===== src/core/ssfi_pkg.sv =====
// constants and types for the stepper full step integrator
// ----------------------------------------------------------------------------
// ----------------------------------------------------------------------------
package ssfi_pkg;

   // register byte offsets
   localparam logic [7:0] SSFI_CTRL_OFS   = 8'h00;  // control bits
   localparam logic [7:0] SSFI_STEP_OFS   = 8'h04;  // any write = one full step
   localparam logic [7:0] SSFI_MODCNT_OFS = 8'h08;  // write load value, read count
   localparam logic [7:0] SSFI_ACCUM_OFS  = 8'h0C;  // signed accumulator snapshot
   localparam logic [7:0] SSFI_STATUS_OFS = 8'h10;  // status, write 1 clears flag

   // control field positions
   localparam int SSFI_CTRL_CNT_EN = 0;  // modcount_enable
   localparam int SSFI_CTRL_INT_EN = 1;  // integrate_enable
   localparam int SSFI_CTRL_POL    = 2;  // integrator polarity
   localparam int SSFI_CTRL_PRE    = 3;  // 0 divide 64, 1 divide 512
   localparam int SSFI_CTRL_DIR    = 4;  // 0 forward, 1 reverse
   localparam int SSFI_CTRL_W      = 5;

   // status field positions
   localparam int SSFI_STAT_OVF  = 0;  // accumulator overflow, sticky
   localparam int SSFI_STAT_DONE = 1;  // modulus count at zero
   localparam int SSFI_STAT_OFFS = 2;  // offset cancel phase swapped
   localparam int SSFI_STAT_SEG  = 3;  // segment, two bits

   // reset values
   localparam logic [4:0]  SSFI_CTRL_RST  = 5'h00;
   localparam logic [15:0] SSFI_COUNT_RST = 16'h0000;

   // prescaler terminal counts
   localparam logic [8:0] SSFI_DIV64_LAST  = 9'h03F;
   localparam logic [8:0] SSFI_DIV512_LAST = 9'h1FF;

   // quarter period segments in fixed forward order
   typedef enum logic [1:0] {SEG_A_POS, SEG_B_POS, SEG_A_NEG, SEG_B_NEG} ssfi_seg_t;

endpackage


===== src/core/ssfi_core.sv =====
// full step coil driver with back emf integrator and apb register slave
//
// Implementation choices: the APB interface to the registers and the placing of the registers.
`timescale 1ns/100ps
`default_nettype none
module ssfi_core
   import ssfi_pkg::*;
(
   input  wire logic        mclk_i,           // 10 MHz bus clock
   input  wire logic        rstn_i,           // async reset, active low
   input  wire logic        psel_i,           // apb select
   input  wire logic        penable_i,        // apb access phase
   input  wire logic        pwrite_i,         // apb direction
   input  wire logic [7:0]  paddr_i,          // apb byte address
   input  wire logic [31:0] pwdata_i,         // apb write data
   output logic      [31:0] prdata_o,         // apb read data
   output logic             pready_o,         // apb ready
   output logic             pslverr_o,        // apb error, unmapped address
   input  wire logic        coil_a_plus_i,    // pin levels seen by integrator
   input  wire logic        coil_a_minus_i,
   input  wire logic        coil_b_plus_i,
   input  wire logic        coil_b_minus_i,
   output logic             coil_a_plus_o,    // pin drive levels
   output logic             coil_a_minus_o,
   output logic             coil_b_plus_o,
   output logic             coil_b_minus_o,
   output logic             coil_a_plus_oe_o, // pin drive enables
   output logic             coil_a_minus_oe_o,
   output logic             coil_b_plus_oe_o,
   output logic             coil_b_minus_oe_o
);

   // ------------------------------------------------------------------------
   // state
   // ------------------------------------------------------------------------
   typedef struct packed {
      logic [4:0]  ctrl;     // control register
      logic [8:0]  pre;      // prescaler count
      ssfi_seg_t   seg;      // present segment
      logic [15:0] count;    // modulus down counter
      logic [15:0] half;     // half of loaded value
      logic        armed;    // load seen with counter on, integration off
      logic        offs;     // offset phase swapped
      logic [15:0] accum;    // signed accumulator
      logic        ovf;      // sticky overflow
      logic [31:0] rdata;    // apb read data
      logic        ready;    // apb ready
      logic        err;      // apb error
      logic [3:0]  pin;      // drive levels a+,a-,b+,b-
      logic [3:0]  oe;       // drive enables a+,a-,b+,b-
   } ssfi_state_t;

   ssfi_state_t s;       // registered state
   ssfi_state_t next_s;  // next state

   // ------------------------------------------------------------------------
   // helpers
   // ------------------------------------------------------------------------
   // pin levels for a segment: driven coil opposite, idle coil both low
   function automatic logic [3:0] seg_pins(input ssfi_seg_t seg);
      logic [3:0] p;
      p = 4'h0;
      unique case (seg)
         SEG_A_POS: p = 4'h8;
         SEG_B_POS: p = 4'h2;
         SEG_A_NEG: p = 4'h4;
         SEG_B_NEG: p = 4'h1;
      endcase
      return p;
   endfunction

   // coil b idle in the a segments, coil a idle in the b segments
   function automatic logic b_idle(input ssfi_seg_t seg);
      return (seg == SEG_A_POS) || (seg == SEG_A_NEG);
   endfunction

   logic        acc_write;   // apb write access this cycle
   logic        acc_read;    // apb read access this cycle
   logic        mapped;      // address hits a register
   logic        tick;        // prescaled modulus clock
   logic        integ;       // integration running
   logic        sp, sm;      // integrator inputs after routing
   logic [1:0]  inc;         // signed -1, 0, +1
   logic [16:0] sum;         // widened sum for overflow test
   logic [15:0] dec;         // count minus one

   // ------------------------------------------------------------------------
   // next state
   // ------------------------------------------------------------------------
   always_comb begin
      next_s    = s;
      mapped    = (paddr_i == SSFI_CTRL_OFS) || (paddr_i == SSFI_STEP_OFS) ||
                  (paddr_i == SSFI_MODCNT_OFS) || (paddr_i == SSFI_ACCUM_OFS) ||
                  (paddr_i == SSFI_STATUS_OFS);
      acc_write = psel_i && penable_i && s.ready && pwrite_i && mapped;
      acc_read  = psel_i && penable_i && !s.ready && !pwrite_i;
      // prescaler wraps at 64 or 512 bus clocks
      tick      = s.pre == (s.ctrl[SSFI_CTRL_PRE] ? SSFI_DIV512_LAST : SSFI_DIV64_LAST);
      next_s.pre = tick ? 9'h000 : s.pre + 9'h001;
      integ     = s.ctrl[SSFI_CTRL_INT_EN] && s.ctrl[SSFI_CTRL_CNT_EN] && (s.count != 16'h0000);
      dec       = s.count - 16'h0001;

      // modulus counter runs down to zero and stops there
      if (tick && s.ctrl[SSFI_CTRL_CNT_EN] && (s.count != 16'h0000)) begin
         next_s.count = dec;
         // offset swap only when the recommended order armed it
         if (s.armed && integ && (dec == s.half)) begin
            next_s.offs = !s.offs;
         end
      end

      // idle coil pins feed the integrator, polarity swaps the pair
      if (b_idle(s.seg)) begin
         sp = s.ctrl[SSFI_CTRL_POL] ? coil_b_minus_i : coil_b_plus_i;
         sm = s.ctrl[SSFI_CTRL_POL] ? coil_b_plus_i  : coil_b_minus_i;
      end else begin
         sp = s.ctrl[SSFI_CTRL_POL] ? coil_a_minus_i : coil_a_plus_i;
         sm = s.ctrl[SSFI_CTRL_POL] ? coil_a_plus_i  : coil_a_minus_i;
      end
      inc = (sp && !sm) ? 2'h1 : ((!sp && sm) ? 2'h3 : 2'h0);
      sum = {s.accum[15], s.accum} + {{15{inc[1]}}, inc};
      if (tick && integ) begin
         next_s.accum = sum[15:0];
         if (sum[16] != sum[15]) begin
            next_s.ovf = 1'b1;
         end
      end

      // apb: one wait state, effects at the completing edge
      next_s.ready = psel_i && penable_i && !s.ready;
      next_s.err   = psel_i && penable_i && !s.ready && !mapped;
      if (acc_read) begin
         unique case (paddr_i)
            SSFI_CTRL_OFS:   next_s.rdata = {27'h0000000, s.ctrl};
            SSFI_MODCNT_OFS: next_s.rdata = {16'h0000, s.count};
            SSFI_ACCUM_OFS:  next_s.rdata = {16'h0000, s.accum};
            SSFI_STATUS_OFS: next_s.rdata = {27'h0000000, s.seg, s.offs,
                                             s.count == 16'h0000, s.ovf};
            default:         next_s.rdata = 32'h00000000;
         endcase
      end
      if (acc_write) begin
         unique case (paddr_i)
            SSFI_CTRL_OFS: begin
               next_s.ctrl = pwdata_i[SSFI_CTRL_W-1:0];
               if (pwdata_i[SSFI_CTRL_INT_EN] && !s.ctrl[SSFI_CTRL_INT_EN]) begin
                  next_s.offs = 1'b0;
               end
            end
            SSFI_STEP_OFS: begin
               // fixed order, forward or back one quarter period
               next_s.seg = s.ctrl[SSFI_CTRL_DIR] ? ssfi_seg_t'(s.seg - 2'h1)
                                                  : ssfi_seg_t'(s.seg + 2'h1);
            end
            SSFI_MODCNT_OFS: begin
               next_s.count = pwdata_i[15:0];
               next_s.half  = {1'b0, pwdata_i[15:1]};
               next_s.armed = s.ctrl[SSFI_CTRL_CNT_EN] && !s.ctrl[SSFI_CTRL_INT_EN];
               next_s.offs  = 1'b0;
            end
            SSFI_ACCUM_OFS: begin
               next_s.accum = 16'h0000;  // any write restarts the sum
            end
            SSFI_STATUS_OFS: begin
               // a new overflow in the same cycle beats the clear
               if (pwdata_i[SSFI_STAT_OVF] && !(tick && integ && (sum[16] != sum[15]))) begin
                  next_s.ovf = 1'b0;
               end
            end
            default: ;
         endcase
      end

      // pins follow the next segment; idle coil floats while integrate_enable is set
      next_s.pin = seg_pins(next_s.seg);
      next_s.oe  = 4'hF;
      if (next_s.ctrl[SSFI_CTRL_INT_EN]) begin
         next_s.oe = b_idle(next_s.seg) ? 4'hC : 4'h3;
      end
   end

   // ------------------------------------------------------------------------
   // registers
   // ------------------------------------------------------------------------
   always_ff @(posedge mclk_i or negedge rstn_i) begin
      if (!rstn_i) begin
         s       <= '0;
         s.ctrl  <= SSFI_CTRL_RST;
         s.count <= SSFI_COUNT_RST;
         s.pin   <= 4'h8;
         s.oe    <= 4'hF;
      end else begin
         s <= next_s;
      end
   end

   // outputs straight from flops
   assign prdata_o          = s.rdata;
   assign pready_o          = s.ready;
   assign pslverr_o         = s.err;
   assign coil_a_plus_o     = s.pin[3];
   assign coil_a_minus_o    = s.pin[2];
   assign coil_b_plus_o     = s.pin[1];
   assign coil_b_minus_o    = s.pin[0];
   assign coil_a_plus_oe_o  = s.oe[3];
   assign coil_a_minus_oe_o = s.oe[2];
   assign coil_b_plus_oe_o  = s.oe[1];
   assign coil_b_minus_oe_o = s.oe[0];
endmodule
`default_nettype wire


===== config.mk =====
export PLATFORM = sky130hd
export DESIGN_NAME = ssfi_core
export DESIGN_NICKNAME = d
export VERILOG_FILES = /design/src/core/ssfi_pkg.sv /design/src/core/ssfi_core.sv
export SDC_FILE = /design/constraint.sdc
export NUM_CORES = 1
export LEC_CHECK = 0
export BUFFER_PORTS_ARGS = -buffer_cell sky130_fd_sc_hd__buf_2
export CAP_MARGIN = 20
export CORE_MARGIN = 3
export CORE_UTILIZATION = 35
export CTS_CLUSTER_SIZE = 12
export DETAILED_ROUTE_END_ITERATION = 6
export PLACE_DENSITY = 0.54
export SYNTH_ARGS = -nofsm -noshare
export SYNTH_HDL_FRONTEND = slang
export SYNTH_SLANG_ARGS = --single-unit

===== constraint.sdc =====
create_clock -name mclk_i -period 6 [get_ports mclk_i]
set_clock_uncertainty 0.2 [all_clocks]
set_input_delay 0.6 -clock mclk_i [delete_from_list [all_inputs] [get_ports mclk_i]]
set_output_delay 0.6 -clock mclk_i [all_outputs]
set_load 0.01 [all_outputs]

After elaboration in Yosys (flattened, before gate mapping)
Index checks and enable logic that the tools add are counted.
{ "classes": {"n_eq_ne": 11, "reduce_logical": 41, "muxes": 30, "add_sub_neg": 5} }
{ "ops": {"columns": ["operator", "n"], "rows": [
  ["16-bit case mux with 4 select lines", 1],
  ["53-bit 2-to-1 mux", 1],
  ["33-bit 2-to-1 mux", 1],
  ["16-bit 2-to-1 mux", 2],
  ["1-bit logical AND", 20],
  ["9-bit 2-to-1 mux", 2],
  ["16-bit by 2-bit adder with 17-bit output", 1],
  ["17-bit 2-to-1 mux", 1],
  ["16-bit by 15-bit equality test with 1-bit output", 1],
  ["8-bit by 4-bit equality test with 1-bit output (second input constant)", 2],
  ["16-bit logical NOT", 1],
  ["4-bit case mux with 4 select lines", 1],
  ["16-bit nonzero test", 1],
  ["16-bit by 1-bit subtractor with 16-bit output (second input constant)", 1],
  ["1-bit 2-to-1 mux", 12],
  ["2-bit 2-to-1 mux", 6],
  ["9-bit by 1-bit adder with 9-bit output (second input constant)", 1],
  ["9-bit equality test", 1],
  ["8-bit by 3-bit equality test with 1-bit output (second input constant)", 1],
  ["8-bit by 5-bit equality test with 1-bit output (second input constant)", 1],
  ["1-bit logical NOT", 8],
  ["8-bit logical NOT", 1],
  ["4-bit 2-to-1 mux", 2],
  ["2-bit equality test (second input constant)", 3],
  ["other kinds (8)", 15]
]} }
{ "word_totals": {"wordCells": 102, "output_inout_bits": 42, "ff_bits": 108, "inputBits": 49} }

Depth between registers and ports, before layout
Gate-level depths: netlist of the first run.
{ "logic_depth": {"depth_word": 19, "mapped_depth": 17} }

Least setup slack after synthesis of the first run
Ideal clock, no wire load.
{ "synth_timing": {"kind": "in2reg", "startpoint": "input port coil_a_minus_i", "endpoint": "register s[55] in the netlist's numbering", "slack_ns": 1.485, "arrival_time_ns": 4.190, "path_buffers": 3, "stages": 17, "t_required_ns": 5.675, "path_cell_list": "mux4_2 > inv_1 > ha_1 > clkbuf_1 > clkbuf_1 > clkbuf_1 > xor2_1 > ha_1 > nor3_1 > a21oi_1 > o221a_2 > a21oi_1 > a21oi_1 > a21oi_1 > or3_1 > a21oi_1 > mux2_2"} }
{ "synth_rtl": {"columns": ["element", "line", "text"], "rows": [
  ["start, declared", "ssfi_core.sv:20", "input wire logic coil_a_minus_i,"],
  ["end signal, assigned", "ssfi_core.sv:193", "s <= next_s;"],
  ["end, declared", "ssfi_core.sv:53", "ssfi_state_t s;"]
]} }

==> results of run 1 <==
state kept, by name (all words and copies together) (netlist names):
signal and count:
s 66, prdata_o 16, coil_a_minus_o 1, coil_a_minus_oe_o 1, coil_a_plus_o 1, coil_b_minus_o 1, coil_b_plus_o 1, coil_b_plus_oe_o 1
pready_o 1, pslverr_o 1
per-stage QoR:
stage          setup WS [ps]  cells  util (%)  area (µm²)  total power [mW]
2_1_floorplan           1490    660         -        5710             0.717
3_3_place_gp            1250    849      37.6        5830             0.748
3_5_place_dp            1190    849      37.6        5830             0.751
4_1_cts                 1310    865      39.8        6160              1.40
5_1_grt                  958    866      40.0        6190              1.44
6_report                1310    866      40.0        6190              1.38
power by group through the flow:
stage               clock network, mW  registers [mW]  logic, mW
floorplan                           0           0.631     0.0862
global placement                    0           0.642      0.106
detailed placement                  0           0.643      0.108
CTS                             0.662           0.631      0.109
global route                    0.685           0.633      0.121
finish                          0.646           0.631      0.107
synthesized netlist by cell type (all sizes together), types with 3 or more instances:
cell type    n  share of area, %
nand2b       6              0.66
nor4         5              0.82
nand2      106               7.0
o41ai        3              0.47
and2         7              0.77
nor3        19               1.8
nand4        6              0.77
or3         13               1.4
nor2        47               3.2
clkbuf      39               2.6
nand3       11              0.97
or2          4              0.44
inv          9              0.60
xor2        23               3.6
nor2b       10               1.1
dfstp        3               1.4
a21boi       3              0.60
o31ai       14               1.9
dfrtp       87                39
a31oi        3              0.33
and3         5              0.64
ha           6               1.3
a211oi       4              0.53
o22a         5              0.77
xnor2       39               6.0
mux2i       21               3.7
o21ai       42               3.7
a21o         3              0.40
a21oi       26               2.3
mux2         8               1.6
buf         42               5.2
layout make-up:
class	instances	area, µm²
Sequential cell	90	2260
Tap cell	211	264
Inverter	9	33.8
Multi-Input combinational cell	480	2980
Fill cell	1572	9300
Timing Repair Buffer	60	325
Clock buffer	9	225
Clock inverter	7	109
cell families (layout without fill, tap and decap cells):
group           count (synthesis)  after routing  share of synthesized area, %
simple gates                  245            245                          20.6
compound gates                120            120                          13.9
flops                          90             90                          39.9
buf+inv                        90             85                          8.41
xor+xnor                       62             62                          9.61
mux                            31             31                          6.11
fa+ha+maj                       6              6                          1.33
other cells                     1             16                        0.0664
final timing paths:
check,endpoint,cells after the start
worst max-delay path,s[55],14
worst min-delay path,prdata_o[8],1
worst max register to register,s[55],14
worst min register to register,s[99],1
max in group asynchronous,s[80],2
min in group mclk_i,s[73],3
layer usage:
metal | GRT usage [%] | up-vias
met3 | 2.97 | 22
met2 | 25.9 | 89
li1 | - | 2159
met4 | 5.72 | 0
met5 | 0 | -
met1 | 20.9 | 2128
==> Implementation_results.wiki, run 1 <==
{| class="wikitable"
! Metric !! Value
|-
| Transition at the pin with the smallest max-transition slack || 992 ps
|-
| Crit-path slowest cell || sky130_fd_sc_hd__ha_1
|-
| Comb pwr share || 7.7%
|-
| Horizontal extent of the die || 133 µm
|-
| CP startpoint kind || flop
|-
| Critical path data required time || 6040 ps
|-
| Switching portion of total power || 25.6%
|-
| Class of the tightest hold or removal check || in -> async
|-
| Remaining DRCs || 0
|-
| Unique cell type count in the Yosys netlist || 65
|-
| Insertion delay to the later sink of the worst-skew pair || 350 ps
|-
| Period utilization || 78.1%
|-
| Register-to-Register Setup Slack || 1310 ps
|-
| Post-detailed-route wirelength per cell || 15.8 µm
|-
| Antenna diodes || 0
|-
| Max FO, Critical Path || 29
|-
| Max Fclk || 0.213 GHz
|-
| Via Count || 4,398
|-
| Cells traversed along the worst timing path || mux4_2, inv_1, ha_1, xor2_1, ha_1, nor3_1, a21oi_1, o221a_2, a21oi_1, a21oi_1, a21oi_1, o21ai_0, a21oi_1, mux2_2
|-
| Post-detailed-routing wire length || 13,700 µm
|-
| Highest layer used for signal routing || met4
|-
| Clock buffers created by TritonCTS || 9
|-
| Number of flip-flops and latches in the synthesized netlist || 90
|-
| Commonest non-fill, non-tap cell in the layout || sky130_fd_sc_hd__nand2_1
|-
| Register area share after synthesis || 39.9%
|-
| Category of cells accounting for the largest share of critical-path delay || compound AO/OA/AOI/OAI gates
|-
| Core Area || 15,500 µm²
|-
| Async S/R FF share, synth || 100%
|-
| IR Drop Worst-Case VDD || 0.150 mV
|-
| Row count || 45
|-
| Relative contribution of sequential cells to total power || 45.6%
|-
| GR Util All Layers || 15.8%
|-
| Master cell of the clock root buffer || sky130_fd_sc_hd__clkbuf_16
|-
| Most used flip-flop cell after synthesis || sky130_fd_sc_hd__dfrtp_1
|-
| Pwr/cell area || 224 nW/µm²
|-
| Synthesized cell area || 5650 µm²
|-
| Number of clock sinks || 90
|-
| Net count reported at finish || 705
|-
| Synth Instances || 645
|-
| Status || complete, no violations
|-
| Arrival time at the worst endpoint || 4730 ps
|-
| Antenna violations before repair || 0
|-
| Via/cell ratio || 5.08
|-
| Final-layout worst hold slack || 15.7 ps
|-
| Vias in the first global route || 4,350
|-
| Launch point of the worst path || s[106]
|-
| Max-cap check violation count || 0
|-
| Total length of routed met3 wires || 493 µm
|-
| DR WL met2 || 6690 µm
|-
| Area Overhead vs Synth || 9.52%
|-
| Commonest cells after routing, fill and taps aside || sky130_fd_sc_hd__nand2_1, sky130_fd_sc_hd__dfrtp_1, sky130_fd_sc_hd__buf_2, sky130_fd_sc_hd__nor2_1, sky130_fd_sc_hd__o21ai_0
|-
| Final HPWL from detailed placement || 9900 µm
|-
| Die ar. || 17,700 µm²
|-
| Post-cts sizing count || 0
|-
| CTS Hold Buffers Added || 0
|-
| Clock tree from TritonCTS || built
|-
| Number of buffer cells added on primary ports || 58
|-
| Clock share of power || 46.7%
|-
| CP Capture Type || flop
|-
| Height of the chip || 133 µm
|-
| Mean area per synthesized cell || 8.76 µm²
|-
| Max stage delay on crit path || 810 ps
|-
| Setup Buffers After CTS || 0
|-
| CTS HTree Levels || 3
|-
| CTS Buffer Depth || 2
|-
| Switching power || 0.354 mW
|-
| Combined buffer and inverter count along the critical path || 1
|-
| Worst flop-to-flop path startpoint || s[106]
|-
| Clock slew seen by the registers of the worst setup and hold paths || 70 ps
|-
| Hold Vio Cnt, Final || 0
|-
| Final weighted congestion of routability-driven global placement || 0.881
|-
| Final critical-path required period || 4690 ps
|-
| Layout cells sized above 1 || 15.6%
|-
| Initial Util || 36.5%
|-
| Detailed-router iteration count before antenna repair || 5
|-
| First-iteration detailed-routing DRC count || 392
|-
| Number of top-level pins || 91
|-
| Remaining Overflow, GRT || 0
|-
| Pint || 1.03 mW
|-
| Number of routed nets with antenna violations || 0
|-
| Largest net degree at the start of global routing || 50
|-
| Headroom to the max-slew limit || 33.9%
|-
| Number of pins exceeding their max-slew limit in the final report || 0
|-
| Routed length on met1 || 6250 µm
|-
| Number of enable flip-flop cells after synthesis || 0
|-
| Final setup viols || 0
|-
| Most repeated library cell on the critical path || sky130_fd_sc_hd__a21oi_1
|-
| Final setup TNS || 0 ps
|-
| Wire length of the first global-routing pass || 22,500 µm
|-
| Ys Warns || 0
|-
| Crit Path Category || reg -> reg
|-
| Static Leakage || 2.64 nW
|-
| Unrepaired setup endpoints after global routing || no
|}
Power figures use the tool's default switching activity.
==> inputs of run 2 (changes only) <==
--- a/config.mk
+++ b/config.mk
@@ -5,6 +5,7 @@
 export SDC_FILE = /design/constraint.sdc
 export NUM_CORES = 1
 export LEC_CHECK = 0
+export ABC_AREA = 1
 export BUFFER_PORTS_ARGS = -buffer_cell sky130_fd_sc_hd__buf_2
 export CAP_MARGIN = 20
 export CORE_MARGIN = 3
==> constraint.sdc (replaced) <==
create_clock -name mclk_i -period 4.83 [get_ports mclk_i]
set_clock_uncertainty 0.2 [all_clocks]
set_input_delay 0.483 -clock mclk_i [delete_from_list [all_inputs] [get_ports mclk_i]]
set_output_delay 0.483 -clock mclk_i [all_outputs]
set_load 0.01 [all_outputs]
==> Implementation_results.wiki, run 2 <==
{| class="wikitable"
! Metric !! Value
|-
| Final HPWL from detailed placement || 12,000 µm (+21%)
|-
| Wire length of the first global-routing pass || 25,800 µm (+15%)
|-
| Crit Path Category || reg -> reg
|-
| IR Drop Worst-Case VDD || 0.190 mV (+27%)
|-
| Failing checks || DRC, hold timing
|-
| CTS Buffer Depth || 2 (unchanged)
|-
| Switching power || 0.387 mW (+9.4%)
|-
| Vias in the first global route || 5,001 (+15%)
|-
| Unique cell type count in the Yosys netlist || 45 (-31%)
|-
| Relative contribution of sequential cells to total power || 49.3% (+3.7 points)
|-
| Max Fclk || 0.282 GHz (+32%)
|-
| Largest cells by area after synthesis || sky130_fd_sc_hd__dfrtp_1, sky130_fd_sc_hd__nand2_1, sky130_fd_sc_hd__inv_1
|-
| Ys Warns || 0 (unchanged)
|-
| Max stage delay on crit path || 580 ps (-230 ps)
|-
| Number of routed nets with antenna violations || 0 (unchanged)
|-
| Crit-path slowest cell || sky130_fd_sc_hd__ha_1
|-
| Most used flip-flop cell after synthesis || sky130_fd_sc_hd__dfrtp_1
|-
| Area fraction of the dominant cell type after synthesis || 36.8% (-1.8 points)
|-
| Master cell of the clock root buffer || sky130_fd_sc_hd__clkbuf_16
|-
| Transition at the pin with the smallest max-transition slack || 849 ps (-143 ps)
|-
| Headroom to the max-slew limit || 43.2% (+9.4 points)
|-
| Max-cap check violation count || 0 (unchanged)
|-
| Clock share of power || 44.5% (-2.2 points)
|-
| CTS HTree Levels || 3 (unchanged)
|-
| Switching portion of total power || 25.2% (-0.38 points)
|-
| Final critical-path required period || 3550 ps (-1140 ps)
|-
| Insertion delay to the later sink of the worst-skew pair || 360 ps (about the same)
|-
| Critical path data required time || 4850 ps (-1190 ps)
|-
| Post-detailed-route wirelength per cell || 14.4 µm (-9.0%)
|-
| Synth Instances || 851 (+32%)
|-
| Mean area per synthesized cell || 6.96 µm² (-21%)
|-
| Share of the core filled with cells in the final layout || 40.0% (about the same)
|-
| Async S/R FF share, synth || 100% (unchanged)
|-
| Core Area || 16,200 µm² (+4.8%)
|-
| Number of top-level pins || 91 (unchanged)
|-
| Via Count || 5,392 (+23%)
|-
| Final-layout worst hold slack || -5.73 ps (-21.4 ps)
|-
| Number of flip-flops and latches in the synthesized netlist || 90 (unchanged)
|-
| Via/cell ratio || 4.86 (-4.3%)
|-
| Register area share after synthesis || 38.1% (-1.8 points)
|-
| Initial Util || 36.5% (about the same)
|-
| Number of buffer cells added on primary ports || 58 (unchanged)
|-
| Max FO, Critical Path || 14 (-52%)
|-
| Biggest area consumer among synthesized cells || sky130_fd_sc_hd__dfrtp_1
|-
| Area Overhead vs Synth || 9.57% (about the same)
|-
| Clock buffers created by TritonCTS || 9 (unchanged)
|-
| Largest net degree at the start of global routing || 58 (+16%)
|-
| CP startpoint kind || flop
|-
| Hold Vio Cnt, Final || 14 (+14)
|-
| Top reg by flops || s
|-
| CTS Hold Buffers Added || 0 (unchanged)
|-
| Pint || 1.15 mW (+12%)
|-
| Antenna violations before repair || 0 (unchanged)
|-
| Cells traversed along the worst timing path || inv_1, nor2_1, o22ai_1, ha_1, inv_1, nand2_1, nand2_1, ha_1, o21bai_1, nand3_1, nand2_1, nand2_1, nand2_1, nand2_1, nand2_1, nand2_1, nand2_1, o21ai_0, o21ai_1
|-
| Row count || 46 (+2.2%)
|-
| Height of the chip || 136 µm (+2.3%)
|-
| Class of the tightest hold or removal check || in -> async
|-
| Layout cells sized above 1 || 12.5% (-3.0 points)
|-
| Post-cts sizing count || 0 (unchanged)
|-
| Commonest cells after routing, fill and taps aside || sky130_fd_sc_hd__nand2_1, sky130_fd_sc_hd__inv_1, sky130_fd_sc_hd__nor2_1, sky130_fd_sc_hd__dfrtp_1, sky130_fd_sc_hd__nand3_1
|-
| Number of pins exceeding their max-slew limit in the final report || 0 (unchanged)
|-
| Horizontal extent of the die || 136 µm (+2.3%)
|-
| Unrepaired setup endpoints after global routing || no
|-
| Commonest non-fill, non-tap cell in the layout || sky130_fd_sc_hd__nand2_1
|-
| Synthesized cell area || 5920 µm² (+4.8%)
|-
| Clock tree from TritonCTS || built
|-
| Top cell types by occurrence after synthesis || sky130_fd_sc_hd__nand2_1, sky130_fd_sc_hd__inv_1, sky130_fd_sc_hd__nor2_1, sky130_fd_sc_hd__dfrtp_1, sky130_fd_sc_hd__nand3_1
|-
| Final setup viols || 0 (unchanged)
|-
| Net count reported at finish || 943 (+34%)
|-
| Final weighted congestion of routability-driven global placement || 0.868 (-1.5%)
|-
| Comb pwr share || 6.3% (-1.4 points)
|-
| Arrival time at the worst endpoint || 3570 ps (-1160 ps)
|-
| Remaining DRCs || 1 (+1)
|-
| Period utilization || 73.4% (-4.7 points)
|-
| First-iteration detailed-routing DRC count || 292 (-26%)
|-
| Cell with the most instances after synthesis || sky130_fd_sc_hd__nand2_1
|-
| Detailed-router iteration count before antenna repair || 7 (+2)
|-
| Max FFs per register || 66 (unchanged)
|-
| Clock slew seen by the registers of the worst setup and hold paths || 70 ps (about the same)
|-
| Final setup TNS || 0 ps (unchanged)
|-
| Static Leakage || 3.43 nW (+30%)
|-
| Remaining Overflow, GRT || 0 (unchanged)
|-
| Setup Buffers After CTS || 0 (unchanged)
|-
| Number of clock sinks || 90 (unchanged)
|-
| Number of enable flip-flop cells after synthesis || 0 (unchanged)
|-
| Post-detailed-routing wire length || 15,900 µm (+16%)
|-
| Most repeated library cell on the critical path || sky130_fd_sc_hd__nand2_1
|-
| Pwr/cell area || 237 nW/µm² (+5.9%)
|-
| GR Util All Layers || 17.8% (+2.0 points)
|-
| CP Capture Type || flop
|-
| Status || complete, but fails checks
|-
| Antenna diodes || 0 (unchanged)
|-
| Die ar. || 18,500 µm² (+4.6%)
|}
run 2: cell count changes in the layout (fill, tap and decap cells not counted), moves of 14 or more:
| cell | delta |
|---|---|
| sky130_fd_sc_hd__nand2_1 | +130 |
| sky130_fd_sc_hd__inv_1 | +96 |
| sky130_fd_sc_hd__nand3_1 | +47 |
| sky130_fd_sc_hd__nor2_1 | +43 |
| sky130_fd_sc_hd__o21ai_1 | +31 |
| sky130_fd_sc_hd__xnor2_1 | -31 |
| sky130_fd_sc_hd__mux2i_1 | -21 |
| sky130_fd_sc_hd__o22ai_1 | +15 |
| sky130_fd_sc_hd__a21oi_1 | +14 |
run 2: final timing paths:
check,depth (start not counted),slack (ps),to,startpoint
min in group mclk_i,3,130,s[85],pwdata_i[8]
max in group asynchronous,2,3490,s[58],rstn_i
worst max register to register,19,1280,s[42],s[106]
worst min register to register,1,270,s[95],s[95]
worst max-delay path,19,1280,s[42],s[106]
worst min-delay path,1,-6,s[98],rstn_i
run 2: logic make-up after synthesis:
kind of cell / Yosys count / synth area share, %
and+or+nand+nor: 424 / 30.6
buffers and inverters: 167 / 13.5
AOI/OAI and AO/OA: 145 / 13.8
DFF: 90 / 38.1
xor gates and xnor gates: 18 / 2.66
adders and majority gates: 6 / 1.27
other: 1 / 0.0633
run 2: layer usage:
layer | vias up | track usage (%) | routed length [µm]
met2 | 125 | 27.3 | 6880
met3 | 16 | 3.00 | 740
met4 | 0 | 6.44 | 272
met1 | 2486 | 25.3 | 8040
li1 | 2765 | - | -
met5 | - | 0 | 0
run 2: cell type report:
| type | instances | area (µm²) |
|---|---|---|
| Timing Repair Buffer | 62 | 323 |
| Sequential cell | 90 | 2260 |
| Fill cell | 1767 | 9740 |
| Clock buffer | 10 | 239 |
| Inverter | 116 | 435 |
| Clock inverter | 6 | 40.0 |
| Multi-Input combinational cell | 609 | 2930 |
| Tap cell | 216 | 270 |
run 2: worst max-delay path: cells and delay by family, from the launching register on:
family	cells	cell delay [ps]
flops	1	420
buf+inv	2	430
compound gates	4	670
simple gates	11	940
fa+ha+maj	2	770
run 2: stage by stage:
step / power (mW) / instances / cell area [µm²] / hold slack [ps] / worst slack (ps)
2_1_floorplan: 0.835 / 866 / 5980 / -12.6 / 2070
3_3_place_gp: 0.868 / 1093 / 6210 / 256 / 1300
3_5_place_dp: 0.868 / 1093 / 6210 / 261 / 1300
4_1_cts: 1.55 / 1109 / 6490 / 24.9 / 1310
5_1_grt: 1.60 / 1109 / 6490 / 59.7 / 933
6_report: 1.54 / 1109 / 6490 / -5.73 / 1280
run 2: power groups by stage:
stage	clock, mW	combinational, mW	sequential, mW
floorplan	0	0.0632	0.772
detailed placement	0	0.0971	0.771
CTS	0.698	0.0975	0.757
global route	0.729	0.110	0.757
global placement	0	0.0968	0.771
finish	0.683	0.0962	0.757
